## src/core/limit_bank_defines.vh

```
// Command codes, reset values and timing counts of the limit and configuration bank
`ifndef LIMIT_BANK_DEFINES_VH
`define LIMIT_BANK_DEFINES_VH
`define C_SLEW 8'h27
`define C_FREQ 8'h33
`define C_INPUT_START_THRESHOLD 8'h35
`define C_INPUT_STOP_THRESHOLD 8'h36
`define C_GAIN 8'h38
`define C_OVF 8'h40
`define C_OV_ACT 8'h41
`define C_OVW 8'h42
`define C_UVW 8'h43
`define C_UVF 8'h44
`define C_UV_ACT 8'h45
`define C_OCF 8'h46
`define C_OC_ACT 8'h47
`define C_OCW 8'h4a
`define C_OTF 8'h4f
`define C_OT_ACT 8'h50
`define C_OTW 8'h51
`define C_UTF 8'h53
`define C_UT_ACT 8'h54
`define C_VIN_OVF 8'h55
`define C_VIN_OV_ACT 8'h56
`define C_VIN_UVW 8'h58
`define C_IIN_OCW 8'h5d
`define C_TON 8'h60
`define R_SLEW 16'haa00
`define R_FREQ 16'hfb52
`define R_INPUT_START_THRESHOLD 16'hcb40
`define R_INPUT_STOP_THRESHOLD 16'hcb00
`define R_GAIN 16'haa8f
`define R_OVF 16'h119a
`define R_OV_ACT 16'h00b8
`define R_OVW 16'h1133
`define R_UVW 16'h0ecd
`define R_UVF 16'h0e66
`define R_UV_ACT 16'h00b8
`define R_OCF 16'he2d0
`define R_OC_ACT 16'h0000
`define R_OCW 16'he230
`define R_OTF 16'heb20
`define R_OT_ACT 16'h00b8
`define R_OTW 16'heaa8
`define R_UTF 16'he580
`define R_UT_ACT 16'h00b8
`define R_VIN_OVF 16'hd3e0
`define R_VIN_OV_ACT 16'h0080
`define R_VIN_UVW 16'hcb26
`define R_IIN_OCW 16'hd280
`define R_TON 16'h8000
`define R_OUT_MODE_EXP 8'h14
`define FIX_FRAC 16
`define CLK_NS 25
`define TICK_NS 15625
`define TICK_CYCLES (`TICK_NS / `CLK_NS)
`endif

```

## src/core/l11_to_fixed.v

```verilog
// Linear-11 word to signed fixed point with FRAC fraction bits
`timescale 1ns/10ps
`default_nettype none
module l11_to_fixed #(
  parameter FRAC = 16,
  parameter OUT_W = 48
) (
  input wire [15:0] word,
  output wire signed [OUT_W-1:0] value
);
  localparam [5:0] FRAC_W = FRAC;
  wire signed [OUT_W-1:0] mant = {{(OUT_W-11){word[10]}}, word[10:0]};
  // Exponent -16..15 plus 16 gives a shift of 0..31, never negative
  wire [5:0] shift = {word[15], word[15:11]} + FRAC_W;
  assign value = mant <<< shift;
endmodule // l11_to_fixed
`default_nettype wire

```

## src/core/pmbus_limit_config_bank.v

```verilog
// Paged limit and configuration command bank with limit monitor, turn-on delay and slew ramp
//
// Contract
// - Setpoint moves toward a new target at the programmed slew rate, default 0xaa00.
// - Non-paged switching frequency held at 0x33, default 0xfb52.
// - Conversion may start only once input voltage reaches start threshold, default 0xcb40.
// - Conversion stops when input voltage falls to stop threshold, default 0xcb00.
// - Output above overvoltage fault level applies its action byte; warn default 0x1133.
// - Output below undervoltage fault level applies its action byte; warn default 0x0ecd.
// - Output current above overcurrent fault level applies its action byte, default 0x00.
// - Temperature above hot fault level applies its action byte; warn default 0xeaa8.
// - Temperature below cold fault level applies its action byte, default 0xb8.
// - Input above input overvoltage fault level applies its action byte, default 0x80.
// - Input undervoltage warn 0xcb26 and input overcurrent warn 0xd280 are held.
// - After an on request, wait the turn-on delay before enabling the rail.
// - Per-page current-sense gain held at 0x38, default 0xaa8f.
// - Output voltage words are unsigned mantissas scaled by two to the minus twelve.
`timescale 1ns/10ps
`default_nettype none
`include "limit_bank_defines.vh"
module pmbus_limit_config_bank #(
  parameter [15:0] TICK_CYCLES = `TICK_CYCLES
) (
  input wire clock,
  input wire sys_rst,
  input wire cmd_write,
  input wire cmd_read,
  input wire [7:0] cmd_code,
  input wire cmd_page,
  input wire [15:0] cmd_wdata,
  input wire [1:0] run_pin,
  input wire [1:0] operation_on,
  input wire clear_faults,
  input wire [15:0] vin_meas,
  input wire [15:0] iin_meas,
  input wire [31:0] vout_meas,
  input wire [31:0] iout_meas,
  input wire [31:0] temp_meas,
  input wire [31:0] vout_target,
  output reg [15:0] rdata,
  output reg rvalid,
  output reg cmd_error,
  output reg [1:0] rail_enable,
  output reg vin_ok,
  output reg [31:0] setpoint,
  output reg [15:0] switching_khz,
  output reg [9:0] fault_status,
  output reg [7:0] warn_status,
  output reg [2:0] input_status,
  output reg [15:0] fault_action,
  output reg [1:0] fault_event,
  output reg alert
);
  localparam [4:0] S_SLEW = 5'd0, S_FREQ = 5'd1, S_INPUT_START_THRESHOLD = 5'd2, S_INPUT_STOP_THRESHOLD = 5'd3,
    S_GAIN = 5'd4, S_OVF = 5'd5, S_OV_ACT = 5'd6, S_OVW = 5'd7, S_UVW = 5'd8,
    S_UVF = 5'd9, S_UV_ACT = 5'd10, S_OCF = 5'd11, S_OC_ACT = 5'd12, S_OCW = 5'd13,
    S_OTF = 5'd14, S_OT_ACT = 5'd15, S_OTW = 5'd16, S_UTF = 5'd17, S_UT_ACT = 5'd18,
    S_VIN_OVF = 5'd19, S_VIN_OV_ACT = 5'd20, S_VIN_UVW = 5'd21, S_IIN_OCW = 5'd22,
    S_TON = 5'd23;
  localparam [2:0] ST_OFF = 3'b001, ST_WAIT = 3'b010, ST_ON = 3'b100;

  // Decode gives {known, paged, byte wide, slot}
  function [7:0] decode;
    input [7:0] code;
    begin
      case (code)
        `C_SLEW: decode = {3'b110, S_SLEW};
        `C_FREQ: decode = {3'b100, S_FREQ};
        `C_INPUT_START_THRESHOLD: decode = {3'b100, S_INPUT_START_THRESHOLD};
        `C_INPUT_STOP_THRESHOLD: decode = {3'b100, S_INPUT_STOP_THRESHOLD};
        `C_GAIN: decode = {3'b110, S_GAIN};
        `C_OVF: decode = {3'b110, S_OVF};
        `C_OV_ACT: decode = {3'b111, S_OV_ACT};
        `C_OVW: decode = {3'b110, S_OVW};
        `C_UVW: decode = {3'b110, S_UVW};
        `C_UVF: decode = {3'b110, S_UVF};
        `C_UV_ACT: decode = {3'b111, S_UV_ACT};
        `C_OCF: decode = {3'b110, S_OCF};
        `C_OC_ACT: decode = {3'b111, S_OC_ACT};
        `C_OCW: decode = {3'b110, S_OCW};
        `C_OTF: decode = {3'b110, S_OTF};
        `C_OT_ACT: decode = {3'b111, S_OT_ACT};
        `C_OTW: decode = {3'b110, S_OTW};
        `C_UTF: decode = {3'b110, S_UTF};
        `C_UT_ACT: decode = {3'b111, S_UT_ACT};
        `C_VIN_OVF: decode = {3'b100, S_VIN_OVF};
        `C_VIN_OV_ACT: decode = {3'b101, S_VIN_OV_ACT};
        `C_VIN_UVW: decode = {3'b100, S_VIN_UVW};
        `C_IIN_OCW: decode = {3'b100, S_IIN_OCW};
        `C_TON: decode = {3'b110, S_TON};
        default: decode = 8'h00;
      endcase
    end
  endfunction

  function [15:0] reset_value;
    input [4:0] slot;
    begin
      case (slot)
        S_SLEW: reset_value = `R_SLEW;
        S_FREQ: reset_value = `R_FREQ;
        S_INPUT_START_THRESHOLD: reset_value = `R_INPUT_START_THRESHOLD;
        S_INPUT_STOP_THRESHOLD: reset_value = `R_INPUT_STOP_THRESHOLD;
        S_GAIN: reset_value = `R_GAIN;
        S_OVF: reset_value = `R_OVF;
        S_OV_ACT: reset_value = `R_OV_ACT;
        S_OVW: reset_value = `R_OVW;
        S_UVW: reset_value = `R_UVW;
        S_UVF: reset_value = `R_UVF;
        S_UV_ACT: reset_value = `R_UV_ACT;
        S_OCF: reset_value = `R_OCF;
        S_OC_ACT: reset_value = `R_OC_ACT;
        S_OCW: reset_value = `R_OCW;
        S_OTF: reset_value = `R_OTF;
        S_OT_ACT: reset_value = `R_OT_ACT;
        S_OTW: reset_value = `R_OTW;
        S_UTF: reset_value = `R_UTF;
        S_UT_ACT: reset_value = `R_UT_ACT;
        S_VIN_OVF: reset_value = `R_VIN_OVF;
        S_VIN_OV_ACT: reset_value = `R_VIN_OV_ACT;
        S_VIN_UVW: reset_value = `R_VIN_UVW;
        S_IIN_OCW: reset_value = `R_IIN_OCW;
        S_TON: reset_value = `R_TON;
        default: reset_value = 16'h0000;
      endcase
    end
  endfunction

  // Page 1 copies of non-paged slots exist but are never addressed
  reg [15:0] bank [0:63];
  integer i;
  wire [7:0] dec = decode(cmd_code);
  wire [5:0] cmd_addr = {dec[6] & cmd_page, dec[4:0]};

  always @(posedge clock or posedge sys_rst) begin
    if (sys_rst) begin
      for (i = 0; i < 64; i = i + 1) begin
        bank[i] <= reset_value(i[4:0]);
      end
    end else if (cmd_write && dec[7]) begin
      bank[cmd_addr] <= dec[5] ? {8'h00, cmd_wdata[7:0]} : cmd_wdata;
    end
  end

  always @(posedge clock or posedge sys_rst) begin
    if (sys_rst) begin
      rdata <= 16'h0000;
      rvalid <= 1'b0;
      cmd_error <= 1'b0;
    end else begin
      rvalid <= cmd_read & dec[7];
      cmd_error <= (cmd_read | cmd_write) & ~dec[7];
      if (cmd_read) begin
        rdata <= dec[7] ? bank[cmd_addr] : 16'h0000;
      end
    end
  end

  // Run pins come from outside: three flops, change accepted when the last two agree
  reg [1:0] run_s1, run_s2, run_s3, run_sync;
  always @(posedge clock or posedge sys_rst) begin
    if (sys_rst) begin
      run_s1 <= 2'b00;
      run_s2 <= 2'b00;
      run_s3 <= 2'b00;
      run_sync <= 2'b00;
    end else begin
      run_s1 <= run_pin;
      run_s2 <= run_s1;
      run_s3 <= run_s2;
      run_sync <= (run_s2 & run_s3) | (run_sync & (run_s2 | run_s3));
    end
  end

  reg [15:0] tick_cnt;
  reg tick;
  always @(posedge clock or posedge sys_rst) begin
    if (sys_rst) begin
      tick_cnt <= 16'h0000;
      tick <= 1'b0;
    end else begin
      tick <= (tick_cnt == TICK_CYCLES - 16'h0001);
      tick_cnt <= (tick_cnt == TICK_CYCLES - 16'h0001) ? 16'h0000 : tick_cnt + 16'h0001;
    end
  end

  // One shared pair of converters walks all linear-11 checks in turn; a check
  // repeats every 20 cycles, which is far faster than any power-stage event.
  reg [4:0] scan_idx;
  reg [4:0] lim_slot;
  wire scan_pg = (scan_idx >= 5'd12) && (scan_idx <= 5'd18);
  wire scan_paged = (scan_idx >= 5'd5) && (scan_idx <= 5'd18);
  wire [4:0] item = scan_idx - (scan_pg ? 5'd12 : 5'd5);
  wire [15:0] iout_sel = scan_pg ? iout_meas[31:16] : iout_meas[15:0];
  wire [15:0] temp_sel = scan_pg ? temp_meas[31:16] : temp_meas[15:0];
  wire [15:0] sel_lim = bank[{scan_pg, lim_slot}];
  wire [15:0] sel_meas = (scan_idx <= 5'd3) ? vin_meas : (scan_idx == 5'd4) ? iin_meas :
    (item <= 5'd1) ? iout_sel : temp_sel;
  wire sel_gt = ~((scan_idx == 5'd0) | (scan_idx == 5'd3) | (scan_paged & (item == 5'd4)));
  wire signed [47:0] lim_fx;
  wire signed [47:0] meas_fx;
  wire res = sel_gt ? (meas_fx > lim_fx) : (meas_fx < lim_fx);

  always @* begin
    case (scan_idx)
      5'd0: lim_slot = S_INPUT_START_THRESHOLD;
      5'd1: lim_slot = S_INPUT_STOP_THRESHOLD;
      5'd2: lim_slot = S_VIN_OVF;
      5'd3: lim_slot = S_VIN_UVW;
      5'd4: lim_slot = S_IIN_OCW;
      5'd5, 5'd12: lim_slot = S_OCF;
      5'd6, 5'd13: lim_slot = S_OCW;
      5'd7, 5'd14: lim_slot = S_OTF;
      5'd8, 5'd15: lim_slot = S_OTW;
      5'd9, 5'd16: lim_slot = S_UTF;
      5'd10, 5'd17: lim_slot = S_TON;
      5'd11, 5'd18: lim_slot = S_SLEW;
      default: lim_slot = S_FREQ;
    endcase
  end

  l11_to_fixed #(.FRAC(`FIX_FRAC), .OUT_W(48)) lim_conv (
    .word(sel_lim),
    .value(lim_fx)
  );
  l11_to_fixed #(.FRAC(`FIX_FRAC), .OUT_W(48)) meas_conv (
    .word(sel_meas),
    .value(meas_fx)
  );

  // Delay in 1/64 ms ticks and slew step in output LSBs per tick
  reg [63:0] ton_ticks;
  reg [31:0] slew_step;
  reg below_on, above_off;
  wire [15:0] raw_step = lim_fx[25:10];
  always @(posedge clock or posedge sys_rst) begin
    if (sys_rst) begin
      scan_idx <= 5'd0;
      ton_ticks <= 64'h0;
      slew_step <= {2{16'h0001}};
      switching_khz <= 16'h0000;
      below_on <= 1'b1;
      above_off <= 1'b0;
    end else begin
      scan_idx <= (scan_idx == 5'd19) ? 5'd0 : scan_idx + 5'd1;
      if (scan_idx == 5'd0) begin
        below_on <= res;
      end
      if (scan_idx == 5'd1) begin
        above_off <= res;
      end
      if (scan_paged && item == 5'd5) begin
        ton_ticks[{scan_pg, 5'd0} +: 32] <= lim_fx[47] ? 32'h0 : lim_fx[41:10];
      end
      if (scan_paged && item == 5'd6) begin
        slew_step[{scan_pg, 4'd0} +: 16] <= (lim_fx[47] || raw_step == 16'h0000) ? 16'h0001 :
          (|lim_fx[41:26]) ? 16'hffff : raw_step;
      end
      if (scan_idx == 5'd19) begin
        switching_khz <= lim_fx[47] ? 16'h0000 : lim_fx[31:16];
      end
    end
  end

  // Fault bits per page: ov uv oc hot cold; warn bits per page: ov uv oc hot
  reg [9:0] fault_set;
  reg [7:0] warn_set;
  reg [2:0] in_set;
  reg [15:0] next_action;
  integer p;
  integer fb;
  integer wb;
  always @* begin
    fault_set = 10'h000;
    warn_set = 8'h00;
    in_set = 3'b000;
    fb = scan_pg ? 5 : 0;
    wb = scan_pg ? 4 : 0;
    for (p = 0; p < 2; p = p + 1) begin
      fault_set[p * 5] = vout_meas[p * 16 +: 16] > bank[{p[0], S_OVF}];
      fault_set[p * 5 + 1] = vout_meas[p * 16 +: 16] < bank[{p[0], S_UVF}];
      warn_set[p * 4] = vout_meas[p * 16 +: 16] > bank[{p[0], S_OVW}];
      warn_set[p * 4 + 1] = vout_meas[p * 16 +: 16] < bank[{p[0], S_UVW}];
    end
    if (scan_idx == 5'd2) begin
      in_set[0] = res;
    end
    if (scan_idx == 5'd3) begin
      in_set[1] = res;
    end
    if (scan_idx == 5'd4) begin
      in_set[2] = res;
    end
    if (scan_paged) begin
      case (item)
        5'd0: fault_set[fb + 2] = res;
        5'd1: warn_set[wb + 2] = res;
        5'd2: fault_set[fb + 3] = res;
        5'd3: warn_set[wb + 3] = res;
        5'd4: fault_set[fb + 4] = res;
        default: ;
      endcase
    end
    // Later assignments win, so output overvoltage has the highest priority
    next_action = fault_action;
    for (p = 0; p < 2; p = p + 1) begin
      if (in_set[0]) begin
        next_action[p * 8 +: 8] = bank[{1'b0, S_VIN_OV_ACT}][7:0];
      end
      if (fault_set[p * 5 + 4]) begin
        next_action[p * 8 +: 8] = bank[{p[0], S_UT_ACT}][7:0];
      end
      if (fault_set[p * 5 + 3]) begin
        next_action[p * 8 +: 8] = bank[{p[0], S_OT_ACT}][7:0];
      end
      if (fault_set[p * 5 + 2]) begin
        next_action[p * 8 +: 8] = bank[{p[0], S_OC_ACT}][7:0];
      end
      if (fault_set[p * 5 + 1]) begin
        next_action[p * 8 +: 8] = bank[{p[0], S_UV_ACT}][7:0];
      end
      if (fault_set[p * 5]) begin
        next_action[p * 8 +: 8] = bank[{p[0], S_OV_ACT}][7:0];
      end
    end
  end

  // A new detection in the clearing cycle survives the clear
  wire [9:0] next_fault = (fault_status & ~{10{clear_faults}}) | fault_set;
  wire [7:0] next_warn = (warn_status & ~{8{clear_faults}}) | warn_set;
  wire [2:0] next_input = (input_status & ~{3{clear_faults}}) | in_set;
  wire next_vin_ok = ~below_on | (vin_ok & above_off);

  always @(posedge clock or posedge sys_rst) begin
    if (sys_rst) begin
      fault_status <= 10'h000;
      warn_status <= 8'h00;
      input_status <= 3'b000;
      fault_action <= 16'h0000;
      fault_event <= 2'b00;
      alert <= 1'b0;
      vin_ok <= 1'b0;
    end else begin
      fault_status <= next_fault;
      warn_status <= next_warn;
      input_status <= next_input;
      fault_action <= next_action;
      fault_event <= {|fault_set[9:5] | in_set[0], |fault_set[4:0] | in_set[0]};
      alert <= |{next_fault, next_warn, next_input};
      vin_ok <= next_vin_ok;
    end
  end

  genvar g;
  generate
    for (g = 0; g < 2; g = g + 1) begin : rail
      reg [2:0] state;
      reg [31:0] delay_cnt;
      wire on_req = run_sync[g] & operation_on[g] & vin_ok;
      wire [15:0] cur = setpoint[g * 16 +: 16];
      wire [15:0] tgt = vout_target[g * 16 +: 16];
      wire [15:0] step = slew_step[g * 16 +: 16];
      always @(posedge clock or posedge sys_rst) begin
        if (sys_rst) begin
          state <= ST_OFF;
          delay_cnt <= 32'h0;
          rail_enable[g] <= 1'b0;
        end else begin
          case (state)
            ST_OFF: begin
              if (on_req) begin
                state <= ST_WAIT;
                delay_cnt <= 32'h0;
              end
            end
            ST_WAIT: begin
              if (!on_req) begin
                state <= ST_OFF;
              end else if (delay_cnt >= ton_ticks[g * 32 +: 32]) begin
                state <= ST_ON;
                rail_enable[g] <= 1'b1;
              end else if (tick) begin
                delay_cnt <= delay_cnt + 32'h1;
              end
            end
            ST_ON: begin
              if (!on_req) begin
                state <= ST_OFF;
                rail_enable[g] <= 1'b0;
              end
            end
            default: begin
              state <= ST_OFF;
              rail_enable[g] <= 1'b0;
            end
          endcase
        end
      end
      always @(posedge clock or posedge sys_rst) begin
        if (sys_rst) begin
          setpoint[g * 16 +: 16] <= 16'h0000;
        end else if (tick && cur < tgt) begin
          setpoint[g * 16 +: 16] <= (tgt - cur > step) ? cur + step : tgt;
        end else if (tick && cur > tgt) begin
          setpoint[g * 16 +: 16] <= (cur - tgt > step) ? cur - step : tgt;
        end
      end
    end
  endgenerate
endmodule // pmbus_limit_config_bank
`default_nettype wire

```

## config.mk

```make
export PLATFORM = sky130hd
export DESIGN_NAME = pmbus_limit_config_bank
export DESIGN_NICKNAME = d
export VERILOG_FILES = /design/src/core/l11_to_fixed.v /design/src/core/pmbus_limit_config_bank.v
export VERILOG_INCLUDE_DIRS = /design/src /design/src/core
export SDC_FILE = /design/constraint.sdc
export NUM_CORES = 2
export LEC_CHECK = 0
export ABC_AREA = 1
export BUFFER_PORTS_ARGS = -buffer_cell sky130_fd_sc_hd__buf_4
export CORE_UTILIZATION = 40
export DETAILED_ROUTE_END_ITERATION = 7
export MAX_ROUTING_LAYER = met4
export PLACE_DENSITY = 0.68
export SKIP_LAST_GASP = 1
export SLEW_MARGIN = 20
export SYNTH_ARGS = -nofsm -noshare
export SYNTH_HDL_FRONTEND = slang
export SYNTH_SLANG_ARGS = --single-unit
```

## constraint.sdc

```tcl
create_clock -name clock -period 87.1 [get_ports clock]
set_clock_uncertainty 0.1 [all_clocks]
set_input_delay 4.355 -clock clock [delete_from_list [all_inputs] [get_ports clock]]
set_output_delay 4.355 -clock clock [all_outputs]
set_load 0.1 [all_outputs]
```

==> metrics list <==
- The number of global-route vias before repair is 71600.
- Once detail routing completed, the nets flagged for antenna violations numbered 0.
* Cell at the root of the clock tree: sky130_fd_sc_hd__clkbuf_16
- Number of H-tree branching levels: 4
* Standby leakage power: 40.2 nW
- Power density normalized to cell area: 19.1 mW/mm²
- Routability congestion estimate: 0.973
- Initial antenna violation count: 30
* Total number of vias: 76400
- In this run the worst hold path is classified as reg -> reg.
- Detailed-routing iteration count for the pre-antenna-repair pass: 6
- In this run the cell area of the synthesized design comes to 0.0810 mm².
* Final setup violation count: 0
- Post-CTS timing repair inserted 0 buffers for setup.
- Once the floorplan was initialized, standard cells occupied 40.4% of the core.
- In the final routed layout, each cell accounts on average for 22.9 µm.
* Core area: 0.200 mm²
- Most frequent cell after synthesis: sky130_fd_sc_hd__nand2_1
- Headroom to the max-slew limit came out at 18.9%.
- In this run the core area contains 164 standard-cell rows.
- The run finished with clean final reports.
- Critical path required time: 87.68 ns
- In this run the vertical extent of the chip is 452 µm.
* Share of flip-flops with an asynchronous set or reset: 100%
- Counting every net in the synthesized netlist gives 11500.
- For this run, the post-layout net count is 11000.
- Filler Cell Count: 19900
- CTS sink count: 1329
* Synthesis-to-layout area growth: 9.70%
* Largest stage delay on the critical path: 0.85 ns
- Post-CTS Resized: 0
* Synth cell types: 68
- After synthesis, flip-flops and latches occupy 41.5% of the total area.
- Buffers inserted to repair hold after CTS numbered 0.
* Insertion delay to the later sink of the worst-skew pair: 0.85 ns
- The slowest stage of the critical path belongs to the cell sky130_fd_sc_hd__buf_4.
- The worst path in the final design needs a cycle of 11.44 ns, including I/O delays and setup.
- Summed over all nets, the half-perimeter wirelength after detailed placement is 206000 µm.
- Across the VDD grid, the largest voltage drop is 0.0205 mV.
- Setup slack on the worst reg-to-reg path comes out at 75.66 ns.
* Most numerous cell on the critical path: sky130_fd_sc_hd__nand3_1
- The worst setup path is of the reg -> reg kind.
- In this run the count of I/O pins placed on the die edge is 303.
- Type of element capturing the critical path: flop
- Top cells by area, synth: sky130_fd_sc_hd__dfrtp_1, sky130_fd_sc_hd__nand2_1, sky130_fd_sc_hd__dfstp_2
- Part of the cycle the worst path needs: 13.1%
- The total count of hold-check failures in the final report was 0.
- YS warnings: 0
- Sorting the synthesized cells by how often they occur yields sky130_fd_sc_hd__nand2_1, sky130_fd_sc_hd__nand3_1, sky130_fd_sc_hd__o21ai_0, sky130_fd_sc_hd__dfrtp_1, sky130_fd_sc_hd__inv_1.
* Post-synth EDFFs: 0
- The first routing iteration left 9703 violations.
- Worst-path maximum fanout: 193
* Total Neg Setup Slack: 0 ns
- The first global-routing pass estimated 453000 µm of wire.
* Number of storage elements in the synthesis netlist: 1329
- For this run, the top clock speed supported by timing is 0.0874 GHz.
* Max-cap check violation count: 0
- For this run, design rule violations remaining after detail routing come to 0.
- STA classifies the critical path startpoint as a flop.
- Inserted Clock Buffers: 156
* GRT Resource Usage Total: 29.8%
- Entering global routing, the biggest net connects 194 pins.
* Post-synthesis area per instance: 7.48 µm²
- Counting every instance in the synthesized netlist gives 10800.
* Commonest register cell after synthesis: sky130_fd_sc_hd__dfrtp_1
- Share of cells above drive strength 1: 10.2%
- Grt ovf: 0
- After synthesis, the largest area contributor takes up 32.6% of total cell area.
- The synthesized design spends more area on one cell type than any other, namely sky130_fd_sc_hd__dfrtp_1.
- After detailed routing, the total wire length is 303000 µm.
* CTS tree: built
- Worst Path Arrival: 12.03 ns
* I/O Buffers: 302
* Worst-case hold slack: 0.251 ns
* Maximum clock path buffer count: 3
- The die covers 0.204 mm².
* Clock transition at the register clock pins on the worst setup and hold paths after CTS: 0.06 ns
- Worst-Margin Slew: 1.21 ns
* Die extent in x: 452 µm
* RSZ-0062 raised after global routing: no
- Dividing the detail-routed via count by the number of cells gives 5.77.
- The completed layout was analyzed and its total power is 1.69 mW.
* Count of pins over their slew limit: 0
stage by stage:
step | setup WS [ns] | utilization, % | instances | instance area, µm²
floorplan | 45.63 | - | 10800 | 81000
global placement | 76.06 | 41.6 | 12900 | 83500
detailed placement | 75.97 | 41.6 | 12900 | 83500
finish | 75.66 | 44.3 | 13200 | 88900
global route | 74.96 | 44.3 | 13200 | 88900
CTS | 75.89 | 44.3 | 13200 | 88800
cell type report:
cell class              count  area (µm²)  area share (%)
multi-input cells        7504       39400            44.4
flip-flops and latches   1329       33600            37.8
clock buffers             223        4520            5.08
inverters                 989        3740            4.20
repair buffers            436        3390            3.81
well taps                2656        3320            3.74
clock inverters            68         821           0.923
diodes                     20        50.0          0.0563
cell usage in the layout (no fill, tap or decap), types with 31 or more instances in the layout:
| cell | netlist | routed |
|---|---|---|
| sky130_fd_sc_hd__a211oi_1 | 35 | 35 |
| sky130_fd_sc_hd__nand2_1 | 2448 | 2441 |
| sky130_fd_sc_hd__nand4_1 | 127 | 127 |
| sky130_fd_sc_hd__o21ai_0 | 1122 | 1122 |
| sky130_fd_sc_hd__nor3_1 | 98 | 98 |
| sky130_fd_sc_hd__dfstp_2 | 273 | 273 |
| sky130_fd_sc_hd__o21ai_1 | 52 | 51 |
| sky130_fd_sc_hd__a21oi_1 | 666 | 666 |
| sky130_fd_sc_hd__nor2_1 | 541 | 536 |
| sky130_fd_sc_hd__a31oi_1 | 34 | 34 |
| sky130_fd_sc_hd__clkinv_2 | 0 | 31 |
| sky130_fd_sc_hd__nand3_1 | 1356 | 1352 |
| sky130_fd_sc_hd__xor2_1 | 83 | 83 |
| sky130_fd_sc_hd__clkbuf_1 | 725 | 33 |
| sky130_fd_sc_hd__clkbuf_8 | 0 | 32 |
| sky130_fd_sc_hd__ha_1 | 426 | 426 |
| sky130_fd_sc_hd__dfrtp_1 | 1056 | 1056 |
| sky130_fd_sc_hd__inv_1 | 959 | 951 |
| sky130_fd_sc_hd__buf_4 | 65 | 426 |
| sky130_fd_sc_hd__clkbuf_16 | 0 | 158 |
| sky130_fd_sc_hd__o211ai_1 | 168 | 168 |
| sky130_fd_sc_hd__mux2i_1 | 38 | 38 |
flip-flops by register name, summed over array words and instances, names as in the netlist, 16 cells and up:
register,count
bank,1024
fault_action,16
rail.cur,32
rail.delay_cnt,64
rdata,16
slew_step,32
switching_khz,16
tick_cnt,16
ton_ticks,62
power breakdown:
part           leakage [nW]  internal [mW]  switching (mW)  total, mW
sequential             16.8          0.648          0.0215      0.669
clock                  2.60          0.392           0.290      0.682
combinational          20.9         0.0998           0.244      0.344
total                  40.2           1.14           0.555       1.69
cell families after synthesis:
group / share of synthesized area, %
multiplexers: 0.483
AND/OR/NAND/NOR: 24.5
buffers and inverters: 10.0
AO/OA/AOI/OAI: 15.7
adder cells (fa/ha/maj): 6.80
XOR/XNOR: 1.03
flip-flops: 41.5
metal layers:
| metal | up-vias | routed length, µm | global-route usage [%] |
|---|---|---|---|
| met5 | - | 0 | - |
| met4 | 0 | 16400 | 14.0 |
| met3 | 904 | 31700 | 6.45 |
| li1 | 35100 | - | - |
| met1 | 36200 | 123000 | 38.9 |
| met2 | 4194 | 132000 | 43.8 |
path summary, 6_finish.rpt:
| check | endpoint | start | depth (start not counted) |
|---|---|---|---|
| max | fault_action[0] | scan_idx[1] | 41 |
| min | run_s2[1] | run_s1[1] | 0 |
| max reg2reg | fault_action[0] | scan_idx[1] | 41 |
| min reg2reg | run_s2[1] | run_s1[1] | 0 |
| max in group asynchronous | bank[401] | sys_rst | 5 |
| min in group asynchronous | rail[1].cur[3] | sys_rst | 2 |
worst max-delay path: cells and delay by family, from the launching register on:
family | cells | cell delay [ns]
AND/OR/NAND/NOR | 25 | 5.38
multiplexers | 1 | 0.46
adder cells (fa/ha/maj) | 2 | 0.68
AO/OA/AOI/OAI | 3 | 0.43
buffers and inverters | 10 | 3.33
flip-flops | 1 | 0.51
(Power assumes the default switching activity.)
